--- config.mk ---
export PLATFORM = sky130hd
export DESIGN_NAME = reset_cause_unit
export DESIGN_NICKNAME = d
export VERILOG_FILES = /design/src/logic/rstcause_pkg.sv /design/src/logic/reset_cause_unit.sv
export VERILOG_INCLUDE_DIRS = /design/src /design/src/logic
export SDC_FILE = /design/constraint.sdc
export NUM_CORES = 1
export LEC_CHECK = 0
export BUFFER_PORTS_ARGS = -buffer_cell sky130_fd_sc_hd__buf_4
export CAP_MARGIN = 20
export CORE_MARGIN = 2
export CORE_UTILIZATION = 45
export DETAILED_ROUTE_END_ITERATION = 12
export GPL_ROUTABILITY_DRIVEN = 0
export PLACE_DENSITY = 0.82
export REMOVE_ABC_BUFFERS = 1
export SLEW_MARGIN = 10
export SYNTH_ARGS = -nofsm -noshare
export SYNTH_HDL_FRONTEND = slang
export SYNTH_SLANG_ARGS = --single-unit
--- constraint.sdc ---
create_clock -name clk -period 1.5 [get_ports clk]
set_input_delay 0.225 -clock clk [delete_from_list [all_inputs] [get_ports clk]]
set_output_delay 0.225 -clock clk [all_outputs]
set_load 0.02 [all_outputs]
--- src/logic/rstcause_defines.svh ---
// offsets, field positions, reset values and timing counts
`ifndef RSTCAUSE_DEFINES_SVH
`define RSTCAUSE_DEFINES_SVH
// register word offsets (byte address = offset)
`define ADDR_CAUSE 8'h00
`define ADDR_CAUSE_CLR 8'h04
`define ADDR_VSTAT 8'h08
`define ADDR_VSTAT_CLR 8'h0c
`define ADDR_VCFG 8'h10
`define ADDR_BEHAV 8'h14
`define ADDR_SWRST 8'h18
`define ADDR_SLEEP 8'h1c
`define ADDR_INT_EN 8'h20
`define ADDR_PERIPH_SLP 8'h24
// cause bit positions
`define CB_EXT 0
`define CB_POR 1
`define CB_BOR 2
`define CB_WDOG 3
`define CB_SW 4
`define CB_WDOG0 5
`define CB_WDOG1 6
`define CB_LDO 7
`define CB_HIB 8
`define CB_HSRV 9
`define NCAUSE 10
// rail bit positions
`define RB_MAIN 0
`define RB_ANALOG 1
`define RB_CORE 2
`define NRAIL 3
// config field positions: 2 bits per rail response
`define VCFG_ANALOG_LSB 0
`define VCFG_MAIN_LSB 2
`define VCFG_CORE_LSB 4
// behaviour fields: 2 bits each, 00 default, 01 full por, 10 system
`define BH_WDOG0_LSB 0
`define BH_WDOG1_LSB 2
`define BH_BOR_LSB 4
`define BH_EXT_LSB 6
`define BEHAV_RESET 8'h00
`define VCFG_RESET 6'h00
`define NPERIPH 16
`define PERIPH_SLP_RESET 16'h0000
// default reset kind when a behaviour field is unset: system reset
`define DEFAULT_FULL_POR 1'b0
// reset request pulse length
`define RST_PULSE_NS 100
`define CLK_PERIOD_NS 50
`define RST_PULSE_CYC ((`RST_PULSE_NS + `CLK_PERIOD_NS - 1) / `CLK_PERIOD_NS)
`endif

--- src/logic/rstcause_pkg.sv ---
// types shared by the reset-cause and brown-out block
package rstcause_pkg;
   typedef enum logic [1:0] {
      RESP_NONE,
      RESP_IRQ,
      RESP_NMI,
      RESP_RESET
   } rail_resp_t;
   typedef struct packed {
      logic [7:0] addr;
      logic [31:0] wdata;
      logic wr;
      logic rd;
   } bus_req_t;
   typedef struct packed {
      logic fullPor;
      logic sysReset;
   } rst_req_t;
endpackage

--- src/logic/reset_cause_unit.sv ---
// reset-cause flags, brown-out event flags and rail responses
//
// Our own choices: the strobed register port and the address map.
`timescale 1ns/1ps
`include "rstcause_defines.svh"
// ===========================================================
// Notes on behaviour
// [RULE_01] cause flags stay set until software clear or power-on reset
// [RULE_02] several causes since the last clear all read as set together
// [RULE_03] cause clear hits only masked bits; same cause sets again later
// [RULE_04] software should clear all causes after reading them
// [RULE_05] sleep with gating keeps only sleep-enabled peripherals running
// [RULE_06] one brown-out flag each for main, analogue and core rails
// [RULE_07] brown-out flags survive system resets, cleared only by software or por
// [RULE_08] brown-out clear hits exactly masked bits; write-back clears all
// [RULE_09] analogue brown-out does none, interrupt, nmi or reset
// [RULE_10] main brown-out does none, interrupt, nmi or reset
// [RULE_11] brown-out reset uses the brown-out reset-kind setting
// [RULE_12] each configurable event does full por or system reset
// [RULE_13] software reset keeps cause flags and adds the software flag
// [RULE_14] trip inputs are synchronised; rising edge sets flag
module reset_cause_unit
   import rstcause_pkg::*;
(
   input wire logic clk,
   input wire logic rst,
   input wire logic porRst,
   input wire logic sysRstIn,
   input wire bus_req_t busReq,
   output logic [31:0] rdata,
   input wire logic [`NCAUSE-1:0] causeEvent,
   input wire logic [`NRAIL-1:0] railTrip,
   input wire logic sleepEntry,
   input wire logic [`NPERIPH-1:0] periphRun,
   output logic [`NPERIPH-1:0] periphClkEn,
   output logic irq,
   output logic nmi,
   output rst_req_t rstReq
);
   // ===========================================================
   // state
   logic [`NCAUSE-1:0] cause_ff;
   logic [`NRAIL-1:0] vstat_ff;
   logic [5:0] vcfg_ff;
   logic [7:0] behav_ff;
   logic [`NRAIL-1:0] intEn_ff;
   logic [`NPERIPH-1:0] periphSlp_ff;
   logic gating_ff;
   logic asleep_ff;
   logic [`NRAIL-1:0] trip1_ff, trip2_ff, trip3_ff;
   logic [1:0] pulseCnt_ff;
   logic pulseFull_ff;
   logic rdValid_ff;
   logic [31:0] rdata_ff;
   logic [`NRAIL-1:0] tripRise;
   logic [`NRAIL-1:0] vstatSet;
   logic resetFire;
   logic fullPorPick;
   logic wrCauseClr, wrVstatClr, wrCfg, wrBehav, wrSwRst;
   logic wrSleep, wrIntEn, wrPeriph;

   // decode of a 2-bit behaviour field into full por or not
   function automatic logic pickFull(input logic [1:0] fld);
      pickFull = (fld == 2'b01) ? 1'b1 :
                 (fld == 2'b10) ? 1'b0 : `DEFAULT_FULL_POR;
   endfunction

   // ===========================================================
   // write decode
   always_comb begin
      wrCauseClr = busReq.wr && busReq.addr == `ADDR_CAUSE_CLR;
      wrVstatClr = busReq.wr && busReq.addr == `ADDR_VSTAT_CLR;
      wrCfg = busReq.wr && busReq.addr == `ADDR_VCFG;
      wrBehav = busReq.wr && busReq.addr == `ADDR_BEHAV;
      wrSwRst = busReq.wr && busReq.addr == `ADDR_SWRST && busReq.wdata[0];
      wrSleep = busReq.wr && busReq.addr == `ADDR_SLEEP;
      wrIntEn = busReq.wr && busReq.addr == `ADDR_INT_EN;
      wrPeriph = busReq.wr && busReq.addr == `ADDR_PERIPH_SLP;
   end

   // ===========================================================
   // trip synchronisers, three stages, edge on stages two and three
   always_ff @(posedge clk or posedge porRst) begin
      if (porRst) begin
         trip1_ff <= '0;
         trip2_ff <= '0;
         trip3_ff <= '0;
      end else begin
         trip1_ff <= railTrip;
         trip2_ff <= trip1_ff;
         trip3_ff <= trip2_ff;
      end
   end
   assign tripRise = trip2_ff & ~trip3_ff; // [RULE_14]

   // ===========================================================
   // brown-out flags: only por on the power domain, set beats clear
   assign vstatSet = tripRise; // [RULE_06]
   always_ff @(posedge clk or posedge porRst) begin
      if (porRst) begin
         vstat_ff <= '0;
      end else begin
         // clear by mask, new event wins [RULE_08] [RULE_07]
         vstat_ff <= (vstat_ff & ~({`NRAIL{wrVstatClr}}
                     & busReq.wdata[`NRAIL-1:0])) | vstatSet;
      end
   end

   // ===========================================================
   // cause flags: por clears all but the por flag, system resets leave them [RULE_01]
   always_ff @(posedge clk or posedge porRst) begin
      if (porRst) begin
         cause_ff <= '0;
         cause_ff[`CB_POR] <= 1'b1;
      end else begin
         // accumulate, mask clear, set wins [RULE_02] [RULE_03]
         cause_ff <= (cause_ff & ~({`NCAUSE{wrCauseClr}}
                     & busReq.wdata[`NCAUSE-1:0])) | causeEvent;
         if (wrSwRst) begin
            cause_ff[`CB_SW] <= 1'b1; // [RULE_13]
         end
         if (resetFire) begin
            cause_ff[`CB_BOR] <= 1'b1;
         end
      end
   end

   // ===========================================================
   // configuration, returned to defaults by any reset [RULE_13]
   always_ff @(posedge clk or posedge rst) begin
      if (rst) begin
         vcfg_ff <= `VCFG_RESET;
         behav_ff <= `BEHAV_RESET;
         intEn_ff <= '0;
         periphSlp_ff <= `PERIPH_SLP_RESET;
         gating_ff <= 1'b0;
      end else begin
         if (wrCfg) begin
            vcfg_ff <= busReq.wdata[5:0];
         end
         if (wrBehav) begin
            behav_ff <= busReq.wdata[7:0];
         end
         if (wrIntEn) begin
            intEn_ff <= busReq.wdata[`NRAIL-1:0];
         end
         if (wrPeriph) begin
            periphSlp_ff <= busReq.wdata[`NPERIPH-1:0];
         end
         if (wrSleep) begin
            gating_ff <= busReq.wdata[0];
         end
      end
   end

   // ===========================================================
   // sleep state: entered on request, left on any wake from running ones
   always_ff @(posedge clk or posedge rst) begin
      if (rst) begin
         asleep_ff <= 1'b0;
      end else if (sleepEntry) begin
         asleep_ff <= 1'b1;
      end else if (irq || nmi || |(periphRun & periphClkEn)) begin
         asleep_ff <= 1'b0;
      end
   end
   always_comb begin
      // gated sleep keeps only sleep-enabled peripherals [RULE_05]
      if (asleep_ff && gating_ff) begin
         periphClkEn = periphSlp_ff;
      end else begin
         periphClkEn = '1;
      end
   end

   // ===========================================================
   // rail responses
   always_comb begin
      resetFire = 1'b0;
      irq = 1'b0;
      nmi = 1'b0;
      // analogue rail response [RULE_09]
      unique case (rail_resp_t'(vcfg_ff[`VCFG_ANALOG_LSB +: 2]))
         RESP_NONE: ;
         RESP_IRQ: irq = irq | (vstat_ff[`RB_ANALOG] & intEn_ff[`RB_ANALOG]);
         RESP_NMI: nmi = nmi | vstat_ff[`RB_ANALOG];
         RESP_RESET: resetFire = resetFire | tripRise[`RB_ANALOG];
      endcase
      // main rail response [RULE_10]
      unique case (rail_resp_t'(vcfg_ff[`VCFG_MAIN_LSB +: 2]))
         RESP_NONE: ;
         RESP_IRQ: irq = irq | (vstat_ff[`RB_MAIN] & intEn_ff[`RB_MAIN]);
         RESP_NMI: nmi = nmi | vstat_ff[`RB_MAIN];
         RESP_RESET: resetFire = resetFire | tripRise[`RB_MAIN];
      endcase
      // core rail response
      unique case (rail_resp_t'(vcfg_ff[`VCFG_CORE_LSB +: 2]))
         RESP_NONE: ;
         RESP_IRQ: irq = irq | (vstat_ff[`RB_CORE] & intEn_ff[`RB_CORE]);
         RESP_NMI: nmi = nmi | vstat_ff[`RB_CORE];
         RESP_RESET: resetFire = resetFire | tripRise[`RB_CORE];
      endcase
   end

   // ===========================================================
   // reset kind selection [RULE_11] [RULE_12]
   always_comb begin
      fullPorPick = 1'b0;
      if (resetFire) begin
         fullPorPick = pickFull(behav_ff[`BH_BOR_LSB +: 2]);
      end else if (causeEvent[`CB_WDOG0]) begin
         fullPorPick = pickFull(behav_ff[`BH_WDOG0_LSB +: 2]);
      end else if (causeEvent[`CB_WDOG1]) begin
         fullPorPick = pickFull(behav_ff[`BH_WDOG1_LSB +: 2]);
      end else if (causeEvent[`CB_EXT]) begin
         fullPorPick = pickFull(behav_ff[`BH_EXT_LSB +: 2]);
      end else if (causeEvent[`CB_BOR]) begin
         fullPorPick = pickFull(behav_ff[`BH_BOR_LSB +: 2]);
      end
   end

   // reset request pulse, held a fixed count of cycles
   always_ff @(posedge clk or posedge porRst) begin
      if (porRst) begin
         pulseCnt_ff <= '0;
         pulseFull_ff <= 1'b0;
      end else if (pulseCnt_ff != 2'd0) begin
         pulseCnt_ff <= pulseCnt_ff - 2'd1;
      end else if (resetFire || wrSwRst || (|(causeEvent &
                   ((`NCAUSE'(1) << `CB_WDOG0) | (`NCAUSE'(1) << `CB_WDOG1)
                   | (`NCAUSE'(1) << `CB_EXT))))) begin
         pulseCnt_ff <= 2'(`RST_PULSE_CYC);
         pulseFull_ff <= wrSwRst ? 1'b0 : fullPorPick; // [RULE_12]
      end
   end
   assign rstReq.fullPor = (pulseCnt_ff != 2'd0) && pulseFull_ff;
   assign rstReq.sysReset = (pulseCnt_ff != 2'd0) && !pulseFull_ff;

   // ===========================================================
   // read port, data in the cycle after the strobe only
   always_ff @(posedge clk or posedge rst) begin
      if (rst) begin
         rdata_ff <= '0;
         rdValid_ff <= 1'b0;
      end else begin
         rdValid_ff <= busReq.rd;
         rdata_ff <= '0;
         if (busReq.rd) begin
            unique case (busReq.addr)
               `ADDR_CAUSE: rdata_ff <= 32'(cause_ff);
               `ADDR_VSTAT: rdata_ff <= 32'(vstat_ff);
               `ADDR_VCFG: rdata_ff <= 32'(vcfg_ff);
               `ADDR_BEHAV: rdata_ff <= 32'(behav_ff);
               `ADDR_SLEEP: rdata_ff <= {30'h0, asleep_ff, gating_ff};
               `ADDR_INT_EN: rdata_ff <= 32'(intEn_ff);
               `ADDR_PERIPH_SLP: rdata_ff <= 32'(periphSlp_ff);
               default: rdata_ff <= 32'h0;
            endcase
         end
      end
   end
   assign rdata = rdValid_ff ? rdata_ff : 32'h0;

   // sysRstIn marks the system reset; it is joined onto rst outside
   logic unusedSys;
   assign unusedSys = sysRstIn;
endmodule

Word-level counts from Yosys, hierarchy flattened
Cells that the tools add are included.

Register bits after elaboration: 93. Output and inout bits: 52. Word-level logic and storage cells: 112.

Add/subtract/negate cells: 1. Equal/unequal tests: 22. Mux-type cells: 29. Bitwise logic cells: 21. Reduce and logical (&&, ||, !) cells: 24.

Operator list (count): $pmux 16 s7 (1); $eq 8x5->1 const B (4); $mux 16 (2); $mux 32 (1); $mux 1 (23); $and 10x10->10 (2); $and 16x16->16 (1); $eq 8x4->1 const B (2); $eq 8x6->1 const B (2); $reduce_or 16->1 (1); $eq 2x1->1 const B (7); $eq 2x2->1 const B (6); $logic_and 1x1->1 (12); $not 10->10 (1); $or 10x10->10 (1); $and 3x3->3 (3); $eq 8x3->1 const B (1); $logic_not 8->1 (1); $not 3->3 (2); $or 1x1->1 (6); $reduce_bool 2->1 (3); $logic_or 1x1->1 (4); $mux 2 (2); $and 1x1->1 (3); other kinds (6) (6).

Logic depth before layout (Yosys ltp)
Gate-level depths: netlist (run 1).

Word-level depth: 11. Mapped depth: 7. Mapped depth without buffers: 5.

Worst setup path after synthesis (run 1)
OpenSTA, ideal clock, no wires.

Path type: input-to-reg. From: input busReq[38] (netlist name). To: register periphSlp_ff[0]. Library setup time: 125 ps. Arrival: 1528 ps. Required time: 1375 ps. Path slack: -153 ps. Stages on the path: 7. Cells stage by stage: buf_6 nor4b_4 inv_2 nor2_4 nand2_4 buf_6 mux2_4.

Longest elaborated chain between the ends: 2.

RTL lines: start, declared (RTL line reset_cause_unit.sv:29) `input wire bus_req_t busReq,`; $eq 8x6->1; $logic_and 1x1->1 (no source line); end signal, assigned (RTL line reset_cause_unit.sv:135) `` periphSlp_ff <= `PERIPH_SLP_RESET; ``; end signal, assigned (RTL line reset_cause_unit.sv:148) `` periphSlp_ff <= busReq.wdata[`NPERIPH-1:0]; ``; end, declared (RTL line reset_cause_unit.sv:47) `` logic [`NPERIPH-1:0] periphSlp_ff; ``.

Every way passes these cells. A chain may end at the register's enable or synchronous reset.

Worst setup path in the final report (run 1)
From: register vcfg_ff[4]. To: output nmi.

Longest elaborated chain between the ends: 2.

RTL lines: start, declared (RTL line reset_cause_unit.sv:44) `logic [5:0] vcfg_ff;`; start signal, assigned (RTL line reset_cause_unit.sv:132) `` vcfg_ff <= `VCFG_RESET; ``; start signal, assigned (RTL line reset_cause_unit.sv:139) `vcfg_ff <= busReq.wdata[5:0];`; $eq 2x2->1 (RTL line reset_cause_unit.sv:197) `` unique case (rail_resp_t'(vcfg_ff[`VCFG_CORE_LSB +: 2])) ``; $mux 1 (RTL line reset_cause_unit.sv:197); end, declared (RTL line reset_cause_unit.sv:37) `output logic nmi,`.

Every way passes these cells.

==> flow_summary.ini, run 1 <==
[grt]
grt_max_degree = 38
grt_use_total = 0.2370
grt_pass1_vias = 3508
grt_pass1_wl_mm = 17.79
antenna_found_initial = 0
grt_overflow = 0

[synthesis]
ys_warn_count = 0
postSynthCellCount = 358
syn_avg_cell_area_um2 = 10.89
async_reset_ff_frac = 1.000
ys_types = 55
seq_area_frac_synth = 0.4944
syn_area_mm2 = 0.003900
synth_seq_cells = 77
synth_edf_count = 0
synth_ff_type = dfrtp_1

[routing]
dr.pass1.iters = 6
drc = 0
detail-route-antenna-nets = 0
vias = 3527
first_iter_violations = 352
wl_per_cell_um = 18.37
vias_per_cell = 5.689
routed_wl_mm = 11.39

[timing]
setup_viol = 18
finalWorstPathRequiredPeriod_ns = 1.637
fmax_mhz = 610.8
clock-skew-final_ns = 0.01148
hold_violations = 0
fin_crit_sh = 1.091
rsz0062_at_grt = yes
setup_ws_ns = -0.1371
whs_ns = 0.03781
report.final.slew_viol_count = 0

[min_path]
min-delay-start = causeEvent[3]
hold_path_end = cause_ff[3]
hp-class = input pin to flop
worstHoldPathCells = 2

[power_and_ir_drop]
swShare = 0.2805
static-leakage-power_nw = 2.646
p_total_mw = 4.777
p_int_mw = 3.437
p_seq_frac = 0.473
irDropWorstVdd_mv = 0.7012
p_sw_mw = 1.340
pwr-share-comb = 0.200
power_density_mw_per_mm2 = 867.9
clkPwrFrac = 0.327

[placed_design]
hpwl_mm = 8.078
io_buffers = 94
dpl_worst_slack_ns = -0.1931

[outcome]
status = finished with violations
violations = setup timing

[floorplanning]
num_rows = 33
die_area_mm2 = 0.009427
start_util = 0.4699
num_io_pins = 128
die_w_um = 97.10
dieHeight_um = 97.10
core_mm2 = 0.008299

[finish]
layout-drive-gt1-share = 0.4544
syn2layout_area_growth_pct = 41.13
finish.utilization = 0.6632
nets = 588
antennaDiodeCount = 0
final_common_cell = buf_4
fillers = 624
layout_common_cells = buf_4, dfrtp_1, nand2_1

[clock_tree]
cts.reportedPaths.clkPinSlew_ns = 0.08
cts_max_level = 3
cts_sinks = 77
tritoncts = yes
clock_tree.root_cell = clkbuf_8
cts_made_buffers = 9
clock_latency_ns = 0.36
clock_path_buffers = 2

[worst_setup_path]
r2r_end = pulseFull_ff
path_class = flop to output port
rr_worst_depth = 6
r2r-start = trip3_ff[1]
cp_max_fo = 4
critPathLaunchType = flop
arrival_ns = 1.41
regToRegSetupSlack_ns = 0.03
critical_path_required_ns = 1.27
cp-end-kind = output port

[flow_run]
max-cap-violations = 0
metal layers:
metal | share of wire | up-vias | track usage | wire (um)
li1 | - | 1548 | - | -
met4 | 0.031 | 0 | 0.09101 | 353
met5 | 0 | - | 0 | 0
met1 | 0.39 | 1720 | 0.2939 | 4492
met3 | 0.083 | 37 | 0.05612 | 944
met2 | 0.49 | 222 | 0.4017 | 5598
power groups by stage:
stage | Combinational (mW) | Sequential (mW) | Clock [mW]
2_1_floorplan | 0.382 | 2.27 | 0
3_3_place_gp | 0.742 | 2.28 | 0
3_5_place_dp | 0.774 | 2.29 | 0
4_1_cts | 0.835 | 2.26 | 1.58
5_1_grt | 1.03 | 2.27 | 1.69
6_report | 0.958 | 2.26 | 1.56
logic make-up after synthesis:
| logic type | share of synthesized area |
|---|---|
| adder cells (fa/ha/maj) | 0.006415 |
| AO/OA/AOI/OAI | 0.1113 |
| flip-flops | 0.4944 |
| buffers and inverters | 0.05967 |
| other | 0.0009615 |
| multiplexers | 0.1213 |
| AND/OR/NAND/NOR | 0.2060 |
Yosys cell counts, drive strengths merged (7+ instances only):
cell	count	area share
dfrtp	76	0.49
mux2	36	0.11
nand2	33	0.034
buf	23	0.043
nor2	20	0.022
and2	17	0.027
or2	17	0.027
nand3	13	0.017
inv	11	0.011
o21ai	10	0.013
a22oi	9	0.017
a21o	8	0.015
a21oi	7	0.0090
nand4b	7	0.016
state kept, by name (all words and copies together) (netlist names):
signal	cells
periphSlp_ff	16
rdata_ff	16
cause_ff	10
behav_ff	8
vcfg_ff	6
intEn_ff	3
trip1_ff	3
trip2_ff	3
trip3_ff	3
vstat_ff	3
pulseCnt_ff	2
asleep_ff	1
gating_ff	1
pulseFull_ff	1
rdValid_ff	1
critical path: stages, from the launching register on:
cell and delay [ns]:
dfrtp_1 0.40, buf_6 0.13, nand3b_1 0.18, o211ai_1 0.15
buf_4 0.20
metrics by stage:
step                cell area (um^2)  TNS, ns  instances
floorplan                       3765   -2.980        344
finish                          5504   -1.074        620
CTS                             5385   -1.137        614
global route                    5504   -1.850        620
global placement                4937   -5.647        586
detailed placement              4937   -6.493        586
worst max-delay path by stage:
| stage | startpoint | to | cells past startpoint |
|---|---|---|---|
| 2_1_floorplan | busReq[39] | behav_ff[0] | 4 |
| 3_3_place_gp | busReq[39] | rdata_ff[5] | 6 |
| 3_5_place_dp | busReq[38] | cause_ff[6] | 7 |
| 4_1_cts | vcfg_ff[4] | nmi | 4 |
| 5_1_grt | vcfg_ff[4] | nmi | 4 |
| 6_report | vcfg_ff[4] | nmi | 4 |
area by class of cell:
class | instances | area, um^2 | share of cell area
clock buffer | 9 | 123.9 | 0.02251
sequential | 77 | 1929 | 0.3505
tap | 105 | 131.4 | 0.02387
multi-input combinational | 256 | 1926 | 0.3499
clock inverter | 7 | 73.82 | 0.01341
timing repair buffer | 155 | 1279 | 0.2323
inverter | 11 | 41.29 | 0.007502
timing repair:
action | in CTS | in global routing
hold buffers | 5 | 0
pin swaps | 3 | 6
resized for setup | 46 | 12
endpoints found under the setup margin | 37 | 24
cloned | 1 | 0
hold endpoints to repair | 42 | 0
buffers inserted | 6 | 7
Power figures use the tool's default switching activity.
==> run 2: changes to the inputs <==
Settings changed: CORE_UTILIZATION 45 to 55, PLACE_DENSITY 0.82 to 0.93.
Clock period 1.5 ns to 1.9 ns, I/O delays scaled along.
==> flow_summary.ini, run 2 (synthesis results as in run 1) <==
[outcome]
status = finished clean

[power_and_ir_drop]
power_density_mw_per_mm2 = 744.3
static-leakage-power_nw = 2.346
irDropWorstVdd_mv = 0.7489

[placed_design]
hpwl_mm = 7.788
dpl_cell_area_mm2 = 0.004723
dp.cells = 550
io_buffers = 94
dpl_worst_slack_ns = 0.03167

[timing]
report.final.slew_viol_count = 0
clock-skew-final_ns = 0.009730
hold_violations = 0
setup_viol = 0
finalWorstPathRequiredPeriod_ns = 1.760
setup_ws_ns = 0.1397
finalSetupTns_ns = 0
rsz0062_at_grt = no
fin_crit_sh = 0.9265
fmax_mhz = 568.1

[clock_tree]
tritoncts = yes
clock_path_buffers = 2
cts_sinks = 77
clock_latency_ns = 0.35
cts_max_level = 3
clock_tree.root_cell = clkbuf_8
cts_made_buffers = 9
cts.reportedPaths.clkPinSlew_ns = 0.08

[grt]
antenna_found_initial = 0
grt_max_degree = 53
grt_overflow = 0
grt_pass1_vias = 3181
grt_pass1_wl_mm = 16.31
grt_use_total = 0.2836

[floorplanning]
start_util = 0.5709
die_area_mm2 = 0.007780
num_rows = 30
die_w_um = 88.21
num_io_pins = 128
dieHeight_um = 88.21
core_mm2 = 0.006832

[routing]
drc = 0
dr.pass1.iters = 5
vias = 3295
vias_per_cell = 5.801
wl_per_cell_um = 18.27
detail-route-antenna-nets = 0
first_iter_violations = 356
routed_wl_mm = 10.38

[finish]
reg_top3 = periphSlp_ff: 16 flops, rdata_ff: 16 flops, cause_ff: 10 flops
postLayoutCellArea_mm2 = 0.004966
final_common_cell = buf_4
antennaDiodeCount = 0
fin_cells = 568
layout_common_cells = buf_4, dfrtp_1, nand2_1
syn2layout_area_growth_pct = 27.33
nets = 545
layout-drive-gt1-share = 0.3835
finish.utilization = 0.7269

[worst_setup_path]
critical_path_required_ns = 1.62
path_class = flop to output port
startpoint = gating_ff
cp_max_fo = 20
arrival_ns = 1.48
regToRegSetupSlack_ns = 0.29
cp-end-kind = output port
critPathLaunchType = flop
r2r-start = vcfg_ff[0]

[min_path]
hp-class = input pin to flop
min-delay-start = railTrip[1]

[flow_run]
max-cap-violations = 0
## run 2: cell count changes in the layout (fill, tap and decap cells not counted), sizes merged
| cell | previous run | this run |
|---|---|---|
| buf | 150 | 110 |
| dlygate4sd3 | 5 | 2 |
| bufinv | 1 | 2 |
| clkbuf | 9 | 10 |
| clkinvlp | 1 | 0 |
| inv | 12 | 11 |
## run 2: final cells by class
cell class / count / area (um^2)
clock inverters: 6 / 87.58
fillers: 482 / 1866
multi-input cells: 256 / 1803
clock buffers: 10 / 127.6
repair buffers: 112 / 858.3
flip-flops and latches: 77 / 1928
well taps: 96 / 120.1
inverters: 11 / 41.29
## run 2: path summary, 6_finish.rpt
kind                                         end  cells past startpoint
worst max-delay path              periphClkEn[6]                      3
worst min-delay path                 trip1_ff[1]                      1
worst max register to register    pulseCnt_ff[0]                      5
worst min register to register       trip2_ff[0]                      0
max in group asynchronous            cause_ff[1]                      4
min in group asynchronous       periphSlp_ff[10]                      4
## run 2: critical path, cell delays in order, from the launching register on
cell and delay [ns]:
dfrtp_1 0.48, nand2_4 0.16, or2_2 0.32, buf_4 0.16
## run 2: where the power goes
group | switching (mW) | internal [mW] | total, mW
logic | 0.306 | 0.271 | 0.578
registers | 0.0727 | 1.72 | 1.79
clock network | 0.590 | 0.740 | 1.33
total | 0.969 | 2.73 | 3.70
## run 2: what timing repair did
item | in CTS | in global routing
setup buffers | 0 | 0
gates cloned | 0 | 0
gates resized for setup | 1 | 1
hold buffers | 2 | 0
setup endpoints to repair | 16 | 3
endpoints found under the hold margin | 76 | 0
## run 2: routing by layer
layer,vias to the layer above,part of all wire,global-route usage
met3,28,0.088,0.04901
met1,1586,0.38,0.3507
met2,215,0.50,0.4860
met4,0,0.025,0.1295
met5,-,0,0
li1,1466,-,-
## run 2: stage by stage
| stage | hold slack, ns | power (mW) |
|---|---|---|
| 5_1_grt | 0.02161 | 3.846 |
| 3_3_place_gp | 0.3337 | 2.354 |
| 6_report | 0.03434 | 3.696 |
| 3_5_place_dp | 0.3381 | 2.390 |
| 4_1_cts | 0.02259 | 3.719 |
| 2_1_floorplan | 0.3116 | 2.091 |
==> run 3: changes to the inputs <==
Settings changed: CAP_MARGIN 20 to 15, CORE_MARGIN 2 to 5.
==> flow_summary.ini, run 3 (synthesis results as in run 1) <==
[timing]
clock-skew-final_ns = 0.007504
fin_crit_sh = 0.9262
setup_viol = 0
setup_ws_ns = 0.1403
tightest_slew_ns = 0.4994
whs_ns = 0.03139
relSlewSlack = 0.6624
hold_violations = 0
finalWorstPathRequiredPeriod_ns = 1.760
finalSetupTns_ns = 0
rsz0062_at_grt = no
report.final.slew_viol_count = 0
fmax_mhz = 568.3

[floorplanning]
num_io_pins = 128
core_mm2 = 0.006832
start_util = 0.5709
dieHeight_um = 94.21
num_rows = 30
die_w_um = 94.21
die_area_mm2 = 0.008875

[finish]
fillers = 499
layout-drive-gt1-share = 0.3822
multi_input_area_mm2 = 0.001803
layout_common_cells = buf_4, dfrtp_1, nand2_1
final_common_cell = buf_4
antennaDiodeCount = 0
reg_top3 = periphSlp_ff: 16 flops, rdata_ff: 16 flops, cause_ff: 10 flops
seqCellArea_mm2 = 0.001928
postLayoutCellArea_mm2 = 0.004942
syn2layout_area_growth_pct = 26.72
fin_cells = 567
nets = 544
finish.utilization = 0.7234

[worst_setup_path]
critical_path_required_ns = 1.62
cp_cell_sequence = nand2_4, or2_2, buf_4
path_buf_inv = 1
critical_path_cell_count = 3
crit_end = periphClkEn[6]
crit_slowest_cell = dfrtp_1
cp_max_fo = 20
r2r_end = pulseCnt_ff[0]
startpoint = gating_ff
path_class = flop to output port
r2r-start = vcfg_ff[0]
rr_worst_depth = 5
regToRegSetupSlack_ns = 0.18
critPathLaunchType = flop
arrival_ns = 1.47
max_stage_delay_ns = 0.48
cp_top_family = flip-flops
cp-end-kind = output port

[clock_tree]
cts_max_level = 3
cts_made_buffers = 9
cts.reportedPaths.clkPinSlew_ns = 0.08
clock_latency_ns = 0.35
cts_sinks = 77
clock_tree.root_cell = clkbuf_8
clock_path_buffers = 2
postCtsSetupBuffers = 0
tritoncts = yes

[placed_design]
hpwl_mm = 8.114
dp.cells = 549
io_buffers = 94
dpl_worst_slack_ns = 0.05362
dpl_cell_area_mm2 = 0.004716

[routing]
drc = 0
dr.pass1.iters = 5
routed_wl_mm = 10.75
wl_per_cell_um = 18.96
detail-route-antenna-nets = 0
first_iter_violations = 376
vias_per_cell = 5.776
vias = 3275

[grt]
grt_max_degree = 53
grt_overflow = 0
grt_use_total = 0.2451
grt_pass1_wl_mm = 16.78
grt_pass1_vias = 3349
antenna_found_initial = 0

[flow_run]
max-cap-violations = 0

[min_path]
worstHoldPathCells = 1
hp-class = input pin to flop

[power_and_ir_drop]
p_total_mw = 3.591
static-leakage-power_nw = 2.324
power_density_mw_per_mm2 = 726.5
irDropWorstVdd_mv = 0.6717

[outcome]
status = finished clean
==> run 3: cell count changes in the layout (fill, tap and decap cells not counted) <==
cell and delta:
inv_6 +2, clkinv_2 -2, clkinv_4 -1, buf_4 -1, clkinvlp_4 +2, bufinv_16 -1
==> run 3: how the worst min path moves through the flow <==
stage,start,end,slack (ns)
floorplan,porRst,cause_ff[0],0.31
global route,railTrip[0],trip1_ff[0],0.008
detailed placement,trip1_ff[1],trip2_ff[1],0.33
finish,railTrip[0],trip1_ff[0],0.03
global placement,trip1_ff[2],trip2_ff[2],0.33
CTS,railTrip[0],trip1_ff[0],0.02
==> run 3: layer usage <==
metal	wire length, um	track usage
met1	4012	0.2927
met2	5173	0.4054
met3	1175	0.06891
met4	388	0.1191
met5	0	0
==> run 3: final cells by class <==
class                           count  area share
Tap cell                           96     0.02430
Clock inverter                      6     0.01443
Clock buffer                       10     0.02582
Sequential cell                    77      0.3901
Timing Repair Buffer              111      0.1722
Multi-Input combinational cell    256      0.3648
Inverter                           11    0.008354
==> run 3: what timing repair did <==
item                                    4_1_cts  5_1_grt
endpoints found under the setup margin       16        3
hold buffers                                  2        0
cloned                                        0        0
resized for setup                             1        1
hold endpoints to repair                     76        0
==> run 3: power breakdown <==
group | internal (mW) | switching, mW
clock | 0.618 | 0.619
sequential | 1.72 | 0.0707
combinational | 0.267 | 0.300
total | 2.60 | 0.990
==> run 3: worst register-to-register path: stages, from the launching register on <==
cell      delay [ns]
dfrtp_1         0.46
nand4b_1        0.16
nand3_1         0.17
nor4_1          0.34
nand3_1         0.19
mux2_2          0.30
